[src/core/adcs_pkg.sv]
package adcs_pkg;
	localparam int unsigned sys_clk_mhz = 100;
	localparam logic [2:0] src_internal = 3'h1;
	localparam logic [2:0] src_gnd_lo = 3'h2;
	localparam logic [2:0] src_gnd_hi = 3'h4;
	localparam logic [3:0] chan_last_ext = 4'h5;
	localparam int unsigned num_ext = 6;
	localparam logic [4:0] sample_cycles = 5'h04;
	localparam logic [4:0] convert_cycles = 5'h0c;
	localparam logic [4:0] total_cycles = 5'h10;
	localparam int unsigned result_bits = 12;
	localparam logic [11:0] full_scale = 12'hfff;
	localparam logic [11:0] result_reset = 12'h000;
	localparam logic [6:0] div_reset = 7'h00;

	typedef enum logic [1:0] {
		adcs_mux_none,
		adcs_mux_ext,
		adcs_mux_internal,
		adcs_mux_ground
	} adcs_mux_kind_t;

	typedef struct packed {
		adcs_mux_kind_t kind;
		logic [num_ext-1:0] ext_onehot;
	} adcs_mux_t;

	typedef struct packed {
		logic [7:0] high;
		logic [7:0] low;
	} adcs_result_t;
endpackage

[src/core/adcs_clkdiv.sv]
`timescale 1ns/1ps
module adcs_clkdiv (
	input wire logic sys_clk,
	input wire logic rst,
	input wire logic [2:0] conversion_clock_divider_select,
	output logic tick
);
	logic [6:0] cnt_q;
	logic [6:0] limit;

	// limit = 2^sel - 1, one tick per converter clock
	assign limit = 7'((8'h01 << conversion_clock_divider_select) - 8'h01);
	assign tick = (cnt_q >= limit);

	always_ff @(posedge sys_clk or posedge rst) begin
		if (rst) begin
			cnt_q <= adcs_pkg::div_reset;
		end else if (tick) begin
			cnt_q <= adcs_pkg::div_reset;
		end else begin
			cnt_q <= cnt_q + 7'h01;
		end
	end
endmodule

[src/core/adcs_top.sv]
`timescale 1ns/1ps
// Contract
// - pin-function select chooses analog input or other function; analog disables others
// - pull-up on a pin is disconnected while it is analog input
// - analog selection overrides port direction control
// - external source settings with codes 0..5 route external inputs 0..5
// - external source settings with codes 6..15 connect nothing, input floats
// - source 001 routes internal amplified signal; 010..100 connect ground
// - conversion: 4 converter clocks sampling then 12 converting, 16 total
// - conversion runs autonomously without stalling the processor
// - start bit low, high, low starts a conversion
// - busy flag high during conversion, low at end with valid result
// - power enable low switches converter circuitry off
// - result is 12-bit code, full scale fff, step reference over 4096
// - format select arranges 12-bit result across high and low bytes
// - divider select divides system clock by 1 up to 128
// - busy flag set by hardware as soon as conversion starts
// - at completion set interrupt flag and raise interrupt if enabled
module adcs_top (
	input wire logic sys_clk,
	input wire logic rst,
	input wire logic [5:0] pin_function_select,
	input wire logic [5:0] port_dir_input,
	input wire logic [5:0] port_pullup_enable,
	input wire logic [5:0] port_out_value,
	input wire logic [2:0] input_source_select,
	input wire logic [3:0] channel_select,
	input wire logic converter_power_enable,
	input wire logic [2:0] conversion_clock_divider_select,
	input wire logic [1:0] reference_source_select,
	input wire logic result_format_select,
	input wire logic start,
	input wire logic global_interrupt_enable,
	input wire logic converter_interrupt_enable,
	input wire logic converter_interrupt_flag_clear,
	input wire logic [11:0] sar_code,
	output logic [5:0] pin_digital_enable,
	output logic [5:0] pin_output_enable,
	output logic [5:0] pin_output,
	output logic [5:0] pin_pullup_on,
	output logic [5:0] pin_analog_connect,
	output adcs_pkg::adcs_mux_t mux_sel,
	output logic [1:0] reference_select_out,
	output logic analog_power_on,
	output logic sample_hold,
	output logic conversion_in_progress_flag,
	output logic converter_interrupt_flag,
	output logic converter_interrupt,
	output adcs_pkg::adcs_result_t result
);
	typedef enum logic [1:0] {
		adcs_idle,
		adcs_sample,
		adcs_convert
	} adcs_state_t;

	adcs_state_t state_q;
	logic tick;
	logic start_q;
	logic armed_q;
	logic fire;
	logic [4:0] cyc_q;
	logic done;
	adcs_pkg::adcs_mux_t mux_d;

	function automatic adcs_pkg::adcs_mux_t decode_mux(input logic [2:0] src, input logic [3:0] ch);
		adcs_pkg::adcs_mux_t m;
		m.kind = adcs_pkg::adcs_mux_none;
		m.ext_onehot = '0;
		if (src == adcs_pkg::src_internal) begin
			m.kind = adcs_pkg::adcs_mux_internal;
		end else if (src >= adcs_pkg::src_gnd_lo && src <= adcs_pkg::src_gnd_hi) begin
			m.kind = adcs_pkg::adcs_mux_ground;
		end else if (ch <= adcs_pkg::chan_last_ext) begin
			m.kind = adcs_pkg::adcs_mux_ext;
			m.ext_onehot = 6'(7'h01 << ch);
		end
		// remaining codes leave input floating
		return m;
	endfunction

	adcs_clkdiv u_div (
		.sys_clk(sys_clk),
		.rst(rst),
		.conversion_clock_divider_select(conversion_clock_divider_select),
		.tick(tick)
	);

	// pads stay combinational so a function change acts at once
	// analog pins lose digital drive, pull-up and direction control
	assign pin_digital_enable = ~pin_function_select;
	assign pin_output_enable = port_dir_input == 6'h3f ? 6'h00 :
		~port_dir_input & ~pin_function_select;
	assign pin_output = port_out_value & ~pin_function_select;
	assign pin_pullup_on = port_pullup_enable & ~pin_function_select;

	assign mux_d = decode_mux(input_source_select, channel_select);
	// source select has priority: internal or ground leaves ext_onehot clear, so no external input joins it
	// registered so the converter input never sees a half-changed select
	always_ff @(posedge sys_clk or posedge rst) begin
		if (rst) begin
			mux_sel <= '0;
		end else begin
			mux_sel <= mux_d;
		end
	end

	// pin switch closes only for a pin that software made analog
	always_ff @(posedge sys_clk or posedge rst) begin
		if (rst) begin
			pin_analog_connect <= 6'h00;
		end else begin
			pin_analog_connect <= mux_d.ext_onehot & pin_function_select;
		end
	end

	assign reference_select_out = reference_source_select;
	assign analog_power_on = converter_power_enable;

	// start pulse: rising edge arms, falling edge fires
	always_ff @(posedge sys_clk or posedge rst) begin
		if (rst) begin
			start_q <= 1'b0;
		end else begin
			start_q <= start;
		end
	end

	// arm cleared on power-off so a pulse begun while off never fires
	always_ff @(posedge sys_clk or posedge rst) begin
		if (rst) begin
			armed_q <= 1'b0;
		end else if (!converter_power_enable) begin
			armed_q <= 1'b0;
		end else if (start && !start_q) begin
			armed_q <= 1'b1;
		end else if (!start && start_q) begin
			armed_q <= 1'b0;
		end
	end
	assign fire = armed_q && start_q && !start && converter_power_enable;

	assign done = (state_q == adcs_convert) && tick && (cyc_q == adcs_pkg::total_cycles - 5'h01);

	// sequencer runs on its own; processor never waits
	always_ff @(posedge sys_clk or posedge rst) begin
		if (rst) begin
			state_q <= adcs_idle;
			cyc_q <= 5'h00;
		end else if (!converter_power_enable) begin
			state_q <= adcs_idle;
			cyc_q <= 5'h00;
		end else if (fire) begin
			// a pulse mid-conversion restarts; the earlier result is lost
			state_q <= adcs_sample; // restart on new pulse
			cyc_q <= 5'h00;
		end else begin
			case (state_q)
				adcs_idle: begin
					cyc_q <= 5'h00;
				end
				adcs_sample: begin
					if (tick) begin
						cyc_q <= cyc_q + 5'h01;
						if (cyc_q == adcs_pkg::sample_cycles - 5'h01) begin
							state_q <= adcs_convert;
						end
					end
				end
				adcs_convert: begin
					if (done) begin
						state_q <= adcs_idle;
						cyc_q <= 5'h00;
					end else if (tick) begin
						cyc_q <= cyc_q + 5'h01;
					end
				end
				default: begin
					state_q <= adcs_idle;
				end
			endcase
		end
	end

	assign sample_hold = (state_q == adcs_sample);
	assign conversion_in_progress_flag = (state_q != adcs_idle);

	// completion flag: set beats clear
	always_ff @(posedge sys_clk or posedge rst) begin
		if (rst) begin
			converter_interrupt_flag <= 1'b0;
		end else if (done) begin
			converter_interrupt_flag <= 1'b1;
		end else if (converter_interrupt_flag_clear) begin
			converter_interrupt_flag <= 1'b0;
		end
	end
	assign converter_interrupt = converter_interrupt_flag && converter_interrupt_enable
		&& global_interrupt_enable;

	// format bit read only at completion, so changing it mid-run is harmless
	// both bytes latched at once so a read mid-conversion sees the old pair
	always_ff @(posedge sys_clk or posedge rst) begin
		if (rst) begin
			result <= '0;
		end else if (done) begin
			if (result_format_select) begin
				result <= {4'h0, sar_code[11:8], sar_code[7:0]};
			end else begin
				result <= {sar_code[11:4], sar_code[3:0], 4'h0};
			end
		end
	end
endmodule

[config.mk]
export PLATFORM = sky130hd
export DESIGN_NAME = adcs_top
export DESIGN_NICKNAME = d
export VERILOG_FILES = /design/src/core/adcs_pkg.sv /design/src/core/adcs_clkdiv.sv /design/src/core/adcs_top.sv
export SDC_FILE = /design/constraint.sdc
export NUM_CORES = 1
export LEC_CHECK = 0
export ABC_AREA = 1
export BUFFER_PORTS_ARGS = -buffer_cell sky130_fd_sc_hd__buf_2
export CAP_MARGIN = 20
export CORE_ASPECT_RATIO = 1.4
export CORE_MARGIN = 2
export CORE_UTILIZATION = 40
export CTS_CLUSTER_DIAMETER = 150
export DETAILED_ROUTE_END_ITERATION = 10
export GPL_ROUTABILITY_DRIVEN = 0
export GPL_TIMING_DRIVEN = 0
export PLACE_DENSITY = 0.67
export RECOVER_POWER = 50
export REMOVE_ABC_BUFFERS = 1
export SYNTH_ARGS = -nofsm -noshare
export SYNTH_HDL_FRONTEND = slang
export SYNTH_SLANG_ARGS = --single-unit
[constraint.sdc]
create_clock -name sys_clk -period 2.5 [get_ports sys_clk]
set_input_delay 0.75 -clock sys_clk [delete_from_list [all_inputs] [get_ports sys_clk]]
set_output_delay 0.75 -clock sys_clk [all_outputs]
set_load 0.1 [all_outputs]
# After elaboration in Yosys (flattened, before gate mapping)
# Cells that the tools add are included.
[op_classes] n_lt_le_gt_ge=4 n_shift=2 bitwise=6 reduce_logical=16 n_mux=24 addsub=3 eq_ne=12
[ops] cell="$and 6x6->6" n=4
[ops] cell="$mux 5" n=4
[ops] cell="$mux 6" n=3
[ops] cell="$mux 16" n=1
[ops] cell="$pmux 5 s3" n=1
[ops] cell="$mux 2" n=7
[ops] cell="$mux 7" n=2
[ops] cell="$not 6->6" n=2
[ops] cell="$logic_and 1x1->1" n=10
[ops] cell="$ne 4x2->1 const B" n=2
[ops] cell="$add 7x1->7 const B" n=1
[ops] cell="$ge 7x7->1" n=1
[ops] cell="$shl 1x3->7 const A" n=1
[ops] cell="$sub 7x1->7 const B" n=1
[ops] cell="$eq 6x6->1 const B" n=1
[ops] cell="$pmux 2 s3" n=1
[ops] cell="$shl 1x4->6 const A" n=1
[ops] cell="$add 5x1->5 const B" n=1
[ops] cell="$eq 5x2->1 const B" n=1
[ops] cell="$eq 5x4->1 const B" n=1
[ops] cell="$mux 1" n=5
[ops] cell="$ne 5x1->1 const B" n=1
[ops] cell="$le 4x3->1 const B" n=1
[ops] cell="$ne 4x4->1 const B" n=1
[ops] cell="11 further kinds" n=13
[totals] output_inout_bits=61 word_cells=78 reg_bits=47 input_bits=56

# Longest topological paths before layout
# Gate-level depths: netlist (run 1).
[logic_depth] depth_word=9 mapped_depth=14 mapped_depth_nobuf=14

# Hierarchy
# A second synthesis (run 1) with hierarchy kept.
[unflattened] cells_unflattened=332 hier_area_um2=2543.7
[modules_own_cells] module="adcs_top" seq_area_each_um2=1001.0 instances=1 cells_each=258 area_each_um2=2009.4
[modules_own_cells] module="adcs_clkdiv" seq_area_each_um2=175.2 instances=1 cells_each=74 area_each_um2=534.3

# Worst setup path after synthesis (run 1)
# Ideal clock, no wire load.
[synth_path] path_type="in2out" from="input port port_out_value[0]" to="output port pin_output[0]" required_time_ns=1.750 cell_stages=2 setup_slack_ns=-0.278 path_buffers=0 arrival_time_ns=2.028 path_cell_list="inv_1 > nor2_1"
[synth_via] elab_chain_len=1
[synth_lines] item="start, declared" line_no="adcs_top.sv:25" text="input wire logic [5:0] port_out_value,"
[synth_lines] item="$and 6x6->6" line_no="adcs_top.sv:94" text="assign pin_output = port_out_value & ~pin_function_select;"
[synth_lines] item="end, declared" line_no="adcs_top.sv:39" text="output logic [5:0] pin_output,"
# Every way passes these cells.

# Worst setup path after layout (run 1)
[layout_path] from="input port conversion_clock_divider_select[1]" to="register cyc_q[2]"
[layout_via] elab_chain_len=9 word_cells_on_any_way=10 classes_between="add/sub: 1; order compare: 1; shift: 1; mux: 5; reduce/logical: 2"
[layout_lines] item="start, declared" line_no="adcs_top.sv:29" text="input wire logic [2:0] conversion_clock_divider_select,"
[layout_lines] item="$shl 1x3->7 (*)" line_no="adcs_clkdiv.sv:12" text="assign limit = 7'((8'h01 << conversion_clock_divider_select) - 8'h01);"
[layout_lines] item="$sub 7x1->7 (*)" line_no="adcs_clkdiv.sv:12"
[layout_lines] item="$ge 7x7->1 (*)" line_no="adcs_clkdiv.sv:13" text="assign tick = (cnt_q >= limit);"
[layout_lines] item="$logic_and 1x1->1 (2 in a row)" line_no="adcs_top.sv:143" text="assign done = (state_q == adcs_convert) && tick && (cyc_q == adcs_pkg::total_cycles - 5'h01);"
[layout_lines] item="$mux 5" line_no="adcs_top.sv:171" text="if (done) begin"
[layout_lines] item="$pmux 5 s3 (*)" line_no="adcs_top.sv:158" text="case (state_q)"
[layout_lines] item="$mux 5 (*)" line_no="adcs_top.sv:153" text="end else if (fire) begin"
[layout_lines] item="$mux 5 (*)" line_no="adcs_top.sv:150" text="end else if (!converter_power_enable) begin"
[layout_lines] item="end signal, assigned" line_no="adcs_top.sv:164" text="cyc_q <= cyc_q + 5'h01;"
[layout_lines] item="end signal, assigned" line_no="adcs_top.sv:175" text="cyc_q <= cyc_q + 5'h01;"
[layout_lines] item="end, declared" line_no="adcs_top.sv:62" text="logic [4:0] cyc_q;"
# Every way passes the cells marked *; elsewhere a longest branch is shown, timed or not.
# A chain may end at the register's enable or synchronous reset.

==> impl_metrics.py, run 1 <==
metrics = {
    "floorplan": {
        "die_area_um2": 7140,
        "dieWidth_um": 72.0,
        "fp-row-count": 34,
        "die_h_um": 99.2,
        "core_um2": 6250,
        "initial_utilization_pct": 41.4,
        "io_pins": 117,
    },
    "hold_path": {
        "hold_path.class": "input pin to async pin",
    },
    "detailed_routing": {
        "wl_um": 5660,
        "drt_iter0_drc": 51,
        "ant_nets": 0,
        "drc": 0,
        "vias_per_cell": 4.65,
        "firstDrtPassIters": 4,
        "vias": 2364,
        "wl_per_cell_um": 11.1,
    },
    "clock_network": {
        "worstSkewPairLatency_ns": 0.29,
        "postCtsSetupBuffers": 0,
        "cts_buffers": 5,
        "clkTransAtPathRegs_ns": 0.08,
        "cts-root-buf": "clkbuf_8",
        "cts_tree": "yes",
        "ctsResizeCount": 0,
        "ctsHoldBuffers": 0,
        "cts_sinks": 47,
        "htreeDepth": 2,
        "clock_path_buffers": 2,
    },
    "pwr": {
        "p_comb_share_pct": 34.8,
        "switching_power_uw": 803,
        "leakage_uw": 0.00191,
        "ir_drop_mv": 0.433,
        "intPower_uw": 1250,
        "clockPowerShare_pct": 23.8,
        "pwr-share-seq_pct": 41.4,
        "p_sw_share_pct": 39.1,
        "powerDensity_nw_per_um2": 630,
    },
    "setup_path": {
        "start_kind": "input pin",
        "worstPathMaxFanout": 8,
        "reg2reg_depth": 10,
        "cp_data_required_time_ns": 2.69,
        "cp-end-kind": "register",
        "timing.rr.start": "u_div.cnt_q[4]",
        "crit_path_start": "conversion_clock_divider_select[1]",
        "timing.rr.end": "cyc_q[2]",
        "arrival_ns": 2.44,
        "crit_type": "input pin to register",
        "r2r_setup_slack_ns": 0.55,
    },
    "timing": {
        "clock_skew_ns": 0.00357,
        "hold_viol_final": 0,
        "fmax_ghz": 0.443,
        "rsz0062_at_grt": "false",
        "fin_crit_ns": 2.26,
        "finalSetupViolCount": 0,
        "finalCritPeriodShare_pct": 90.3,
        "tightest_slew_ns": 1.18,
        "relSlewSlack_pct": 21.4,
        "slew_viol_final": 0,
    },
    "run": {
        "cap_violations": 0,
    },
    "synth": {
        "synthXorXnorAreaFrac_pct": 1.69,
        "synthAdderAreaFrac_pct": 6.28,
        "synth_compound_area_share_pct": 7.93,
        "synth_area_um2": 2590,
        "yosys.area_share.simple_pct": 27.7,
        "synth_top_cell_area_share_pct": 45.4,
        "synth_top_family_by_area": "simple AND/OR/NAND/NOR gates",
        "ys_seq_area_share_pct": 45.4,
        "synthTopCellsByArea": "dfrtp_1, nand2_1, inv_1",
        "avgSynthCellArea_um2": 7.99,
        "syn_inst": 324,
        "ys_types": 31,
        "synth_top_area_cell": "dfrtp_1",
        "synthMuxAreaShare_pct": 0,
        "ys_ff_latch": 47,
        "yosysWarnings": 0,
    },
    "final_layout": {
        "nets": 504,
        "final_util_pct": 52.2,
        "layout_commonest_cell": "buf_2",
        "syn_to_final_growth_pct": 26.2,
        "fillers": 611,
        "layout-drive-gt1-share_pct": 30.0,
        "num_antenna_cells": 0,
        "final_cell_mix": "buf_2, nand2_1, inv_1, nor2_1, dfrtp_1",
        "final_area_um2": 3270,
    },
    "grt": {
        "grt_max_degree": 38,
        "grt_pass1_vias": 2283,
        "grt_pass1_wl_um": 9490,
        "grt_use_total_pct": 16.8,
        "grt.overflow.total": 0,
        "antenna_found_initial": 0,
    },
    "run_status": {
        "status": "finished, final reports clean",
    },
    "placed_design": {
        "io_buffer_count": 112,
        "place_area_um2": 3190,
        "dpl.hpwl_um": 4530,
    },
}
-- state kept, by name, indices dropped and copies added (netlist names) --
name                      cells
start_q                       1
converter_interrupt_flag      1
state_q                       2
result                       16
u_div.cnt_q                   7
armed_q                       1
cyc_q                         5
mux_sel                       8
pin_analog_connect            6
-- how the worst max path moves through the flow --
stage	endpoint	slack, ns	cells after the start
after floorplan	pin_output[0]	-0.28	2
after global placement	cyc_q[4]	-0.03	13
after detailed placement	cyc_q[3]	-0.05	13
after CTS	conversion_in_progress_flag	0.25	4
after global routing	cyc_q[2]	0.06	12
final	cyc_q[2]	0.24	12
-- critical path: stages --
cell	delay, ns
buf_2	0.13
o21ai_0	0.19
ha_1	0.28
nand2_1	0.11
nor2_4	0.05
nand2_2	0.08
nand3_1	0.07
nor2_1	0.33
nor2_4	0.11
nand2_1	0.09
xor2_1	0.19
nor2_2	0.06
-- area by class of cell --
type | count | area (µm²) | area share [%]
Tap cell | 72 | 90.1 | 2.76
Timing Repair Buffer | 113 | 557 | 17.0
Inverter | 55 | 214 | 6.55
Multi-Input combinational cell | 213 | 1130 | 34.6
Clock buffer | 8 | 100 | 3.06
Sequential cell | 47 | 1180 | 36.0
-- metrics by stage --
| step | power, µW | std cells | setup TNS [ns] | worst slack, ns | hold WS, ns |
|---|---|---|---|---|---|
| floorplan | 1420 | 315 | -4.94 | -0.278 | 0.439 |
| global placement | 1570 | 499 | -0.155 | -0.0326 | 0.459 |
| detailed placement | 1590 | 500 | -0.239 | -0.0540 | 0.469 |
| CTS | 2090 | 508 | 0 | 0.245 | 0.374 |
| global route | 2190 | 508 | 0 | 0.0605 | 0.461 |
| finish | 2060 | 508 | 0 | 0.243 | 0.429 |
-- power by group through the flow --
stage | clock [µW] | sequential [µW] | combinational, µW
2_1_floorplan | 0 | 900 | 518
3_3_place_gp | 0 | 863 | 709
3_5_place_dp | 0 | 867 | 727
4_1_cts | 505 | 851 | 729
5_1_grt | 541 | 857 | 793
6_report | 490 | 851 | 716
-- routing by layer --
| metal | routed length [µm] | part of all wire, % | up-vias | track usage [%] |
|---|---|---|---|---|
| li1 | - | - | 1224 | - |
| met1 | 2220 | 39 | 1063 | 17.5 |
| met2 | 2980 | 53 | 70 | 31.1 |
| met3 | 368 | 6.5 | 7 | 4.76 |
| met4 | 103 | 1.8 | 0 | 6.68 |
| met5 | 0 | 0 | - | 0 |
-- synth_stat cells, drive strengths merged --
cell type / n
a21boi: 1
a21oi: 6
a31oi: 8
and3: 1
buf: 5
clkbuf: 4
dfrtp: 47
ha: 13
inv: 55
nand2: 78
nand3: 13
nand4: 3
nor2: 58
nor3: 7
nor4: 4
o21ai: 16
xnor2: 1
xor2: 4
-- cells by family (layout without fill, tap and decap cells) --
family                   count (synthesis)  count (layout)
XOR/XNOR                                 5               5
buffers and inverters                   64             176
AO/OA/AOI/OAI                           31              31
adder cells (fa/ha/maj)                 13              13
flip-flops                              47              47
AND/OR/NAND/NOR                        164             164
(Power assumes the default switching activity.)
==> inputs of run 2 (changes only) <==
--- a/config.mk
+++ b/config.mk
@@ -5,7 +5,6 @@
 export SDC_FILE = /design/constraint.sdc
 export NUM_CORES = 1
 export LEC_CHECK = 0
-export ABC_AREA = 1
 export BUFFER_PORTS_ARGS = -buffer_cell sky130_fd_sc_hd__buf_2
 export CAP_MARGIN = 20
 export CORE_ASPECT_RATIO = 1.4
@@ -15,9 +14,10 @@
 export DETAILED_ROUTE_END_ITERATION = 10
 export GPL_ROUTABILITY_DRIVEN = 0
 export GPL_TIMING_DRIVEN = 0
-export PLACE_DENSITY = 0.67
+export PLACE_DENSITY = 0.68
 export RECOVER_POWER = 50
 export REMOVE_ABC_BUFFERS = 1
 export SYNTH_ARGS = -nofsm -noshare
 export SYNTH_HDL_FRONTEND = slang
+export SYNTH_HIERARCHICAL = 1
 export SYNTH_SLANG_ARGS = --single-unit
==> constraint.sdc (replaced) <==
create_clock -name sys_clk -period 2.1 [get_ports sys_clk]
set_input_delay 0.63 -clock sys_clk [delete_from_list [all_inputs] [get_ports sys_clk]]
set_output_delay 0.63 -clock sys_clk [all_outputs]
set_load 0.1 [all_outputs]
==> run 2 against run 1 <==
Against the previous run:
- the run now ends with max-capacitance violations, max-slew violations, negative setup slack left
- synthesized cell count down 22%
- final area up 4.2%
- power up 24%
- first-iteration DRC count down 5.9%
- largest power group unchanged
- highest routed layer unchanged
==> impl_metrics.py, run 2 <==
metrics = {
    "detailed_routing": {
        "wl_per_cell_um": 13.3,
        "vias": 2291,
        "drt-met1-wl_um": 2240,
        "firstDrtPassIters": 4,
        "wl_met2_um": 3200,
        "drt_iter0_drc": 48,
        "wl_um": 5930,
        "ant_nets": 0,
        "wl_met3_um": 394,
        "drc": 0,
        "vias_per_cell": 5.13,
        "top_layer": "met4",
    },
    "run_status": {
        "violations": "max-capacitance violations, max-slew violations, negative setup slack",
        "status": "finished, violations left",
    },
    "clock_network": {
        "clkTransAtPathRegs_ns": 0.09,
        "cts_sinks": 47,
        "cts_buffers": 5,
        "htreeDepth": 2,
        "clock_path_buffers": 2,
        "ctsHoldBuffers": 0,
        "cts-root-buf": "clkbuf_8",
        "worstSkewPairLatency_ns": 0.29,
        "cts_tree": "yes",
    },
    "run": {
        "cap_violations": 1,
    },
    "setup_path": {
        "crit_type": "input pin to register",
        "start_kind": "input pin",
        "worstPathMaxFanout": 7,
        "cp-end-kind": "register",
        "cp_data_required_time_ns": 2.30,
        "arrival_ns": 2.41,
        "r2r_setup_slack_ns": 0.10,
    },
    "grt": {
        "grt_use_total_pct": 17.8,
        "grt_pass1_vias": 2221,
        "grt.overflow.total": 0,
        "grt_max_degree": 41,
        "antenna_found_initial": 0,
        "grt_pass1_wl_um": 9820,
    },
    "timing": {
        "layout_setup_ws_ns": -0.103,
        "clock_skew_ns": 0.00673,
        "relSlewSlack_pct": -1.13,
        "rsz0062_at_grt": "true",
        "hold_viol_final": 0,
        "finalCritPeriodShare_pct": 105,
        "finalSetupViolCount": 9,
        "fmax_ghz": 0.454,
        "tightest_slew_ns": 1.52,
        "holdWs_ns": 0.247,
        "slew_viol_final": 41,
        "fin_crit_ns": 2.20,
    },
    "placed_design": {
        "io_buffer_count": 112,
        "dpl.hpwl_um": 4330,
        "place_area_um2": 3070,
    },
    "floorplan": {
        "core_um2": 5900,
        "die_h_um": 96.8,
        "io_pins": 117,
        "fp-row-count": 33,
        "initial_utilization_pct": 41.7,
        "die_area_um2": 6800,
        "dieWidth_um": 70.3,
    },
    "hold_path": {
        "hold_path.class": "input pin to async pin",
    },
    "final_layout": {
        "syn_to_final_growth_pct": 38.4,
        "top_regs": "result: 16 flops, mux_sel: 8 flops, u_div/cnt_q: 7 flops",
        "nets": 447,
        "num_antenna_cells": 0,
        "layout-drive-gt1-share_pct": 41.1,
        "top_register": "result",
        "final_cell_mix": "buf_2, dfrtp_1, nand2_1, inv_1, o21ai_1",
        "final_area_um2": 3400,
        "largest_register_ffs": 16,
        "layout_commonest_cell": "buf_2",
    },
    "pwr": {
        "leakage_uw": 0.00181,
        "ir_drop_mv": 0.429,
        "powerDensity_nw_per_um2": 748,
    },
    "synth": {
        "synth_ff_type": "dfrtp_1",
        "synth_area_um2": 2460,
        "synth_top_cell_area_share_pct": 47.8,
        "synth-async-reset-ratio_pct": 100,
        "ys_types": 44,
        "synthMostInstantiatedCell": "dfrtp_1",
        "avgSynthCellArea_um2": 9.68,
        "synthTopCellsByArea": "dfrtp_1, ha_1, nand2_1",
        "syn_inst": 254,
        "ys_ff_latch": 47,
        "ys_seq_area_share_pct": 47.8,
        "synth_top_area_cell": "dfrtp_1",
        "yosysWarnings": 6,
        "ys_top_cells_by_count": "dfrtp_1, nand2_1, o21ai_0",
        "synth_edf_count": 0,
    },
}
run 2: changes by cell type in the layout (fill, tap and decap cells not counted), sizes merged, moves of 12 or more:
cell	delta
nor2b	+15
nand2	-46
nor2	-45
inv	-35
buf	+20
clkbuf	-12
run 2: cells by family after synthesis:
logic type               after synthesis  synth area share [%]
flip-flops                            47                  47.8
XOR/XNOR                               3                  1.07
multiplexers                           9                  3.66
AO/OA/AOI/OAI                         55                  14.4
buffers and inverters                 28                  4.78
AND/OR/NAND/NOR                       98                  21.2
adder cells (fa/ha/maj)               14                  7.02
run 2: through the flow:
| step | cells | setup TNS [ns] | power, µW | setup WS [ns] | utilization, % |
|---|---|---|---|---|---|
| after floorplan | 246 | -24.92 | 1580 | -0.778 | - |
| after global placement | 428 | -31.81 | 1760 | -1.46 | 51.9 |
| after detailed placement | 428 | -32.25 | 1780 | -1.51 | 51.9 |
| after CTS | 440 | -1.55 | 2470 | -0.128 | 56.2 |
| after global routing | 447 | -1.52 | 2710 | -0.153 | 57.6 |
| final | 447 | -0.352 | 2550 | -0.103 | 57.6 |
run 2: layer usage:
| metal | GRT usage, % | vias to the layer above |
|---|---|---|
| met5 | 0 | - |
| met4 | 5.47 | 0 |
| met3 | 4.38 | 6 |
| met2 | 34.0 | 87 |
| met1 | 18.6 | 1076 |
| li1 | - | 1122 |
run 2: path summary, 6_finish.rpt:
path                                                     from             end  cells after the start
setup reg to reg                               u_div/cnt_q[2]        cyc_q[2]                      8
min in group sys_clk                                result[6]       result[6]                      2
hold reg to reg                                     result[6]       result[6]                      2
setup / recovery           conversion_clock_divider_select[1]      state_q[1]                      9
max in group asynchronous                                 rst       result[9]                      2
hold / removal                                            rst  u_div/cnt_q[6]                      2
run 2: cell type report:
cell class	count	area, µm²
clock buffer	5	68.8
clock inverter	1	7.51
fill	518	2500
inverter	20	75.1
multi-input combinational	180	1310
sequential	47	1180
tap	70	87.6
timing repair buffer	124	674
run 2: where the power goes:
part	leakage (µW)	total, µW	switching (µW)	internal [µW]
Clock	0.0000361	505	283	221
Combinational	0.00114	1020	615	401
Sequential	0.000641	1030	64.4	962
run 2: repair_timing:
item	in CTS	in global routing
pin swaps	22	24
buffers inserted	5	7
resized for setup	42	14
setup endpoints to repair	26	26
cloned	1	0
run 2: critical path, cell delays in order:
cell,delay [ns]
buf_8,0.10
or3_4,0.39
ha_4,0.28
nor2b_4,0.04
o21ai_4,0.14
a21o_4,0.19
nor4b_4,0.28
nand3_1,0.13
a221oi_2,0.23
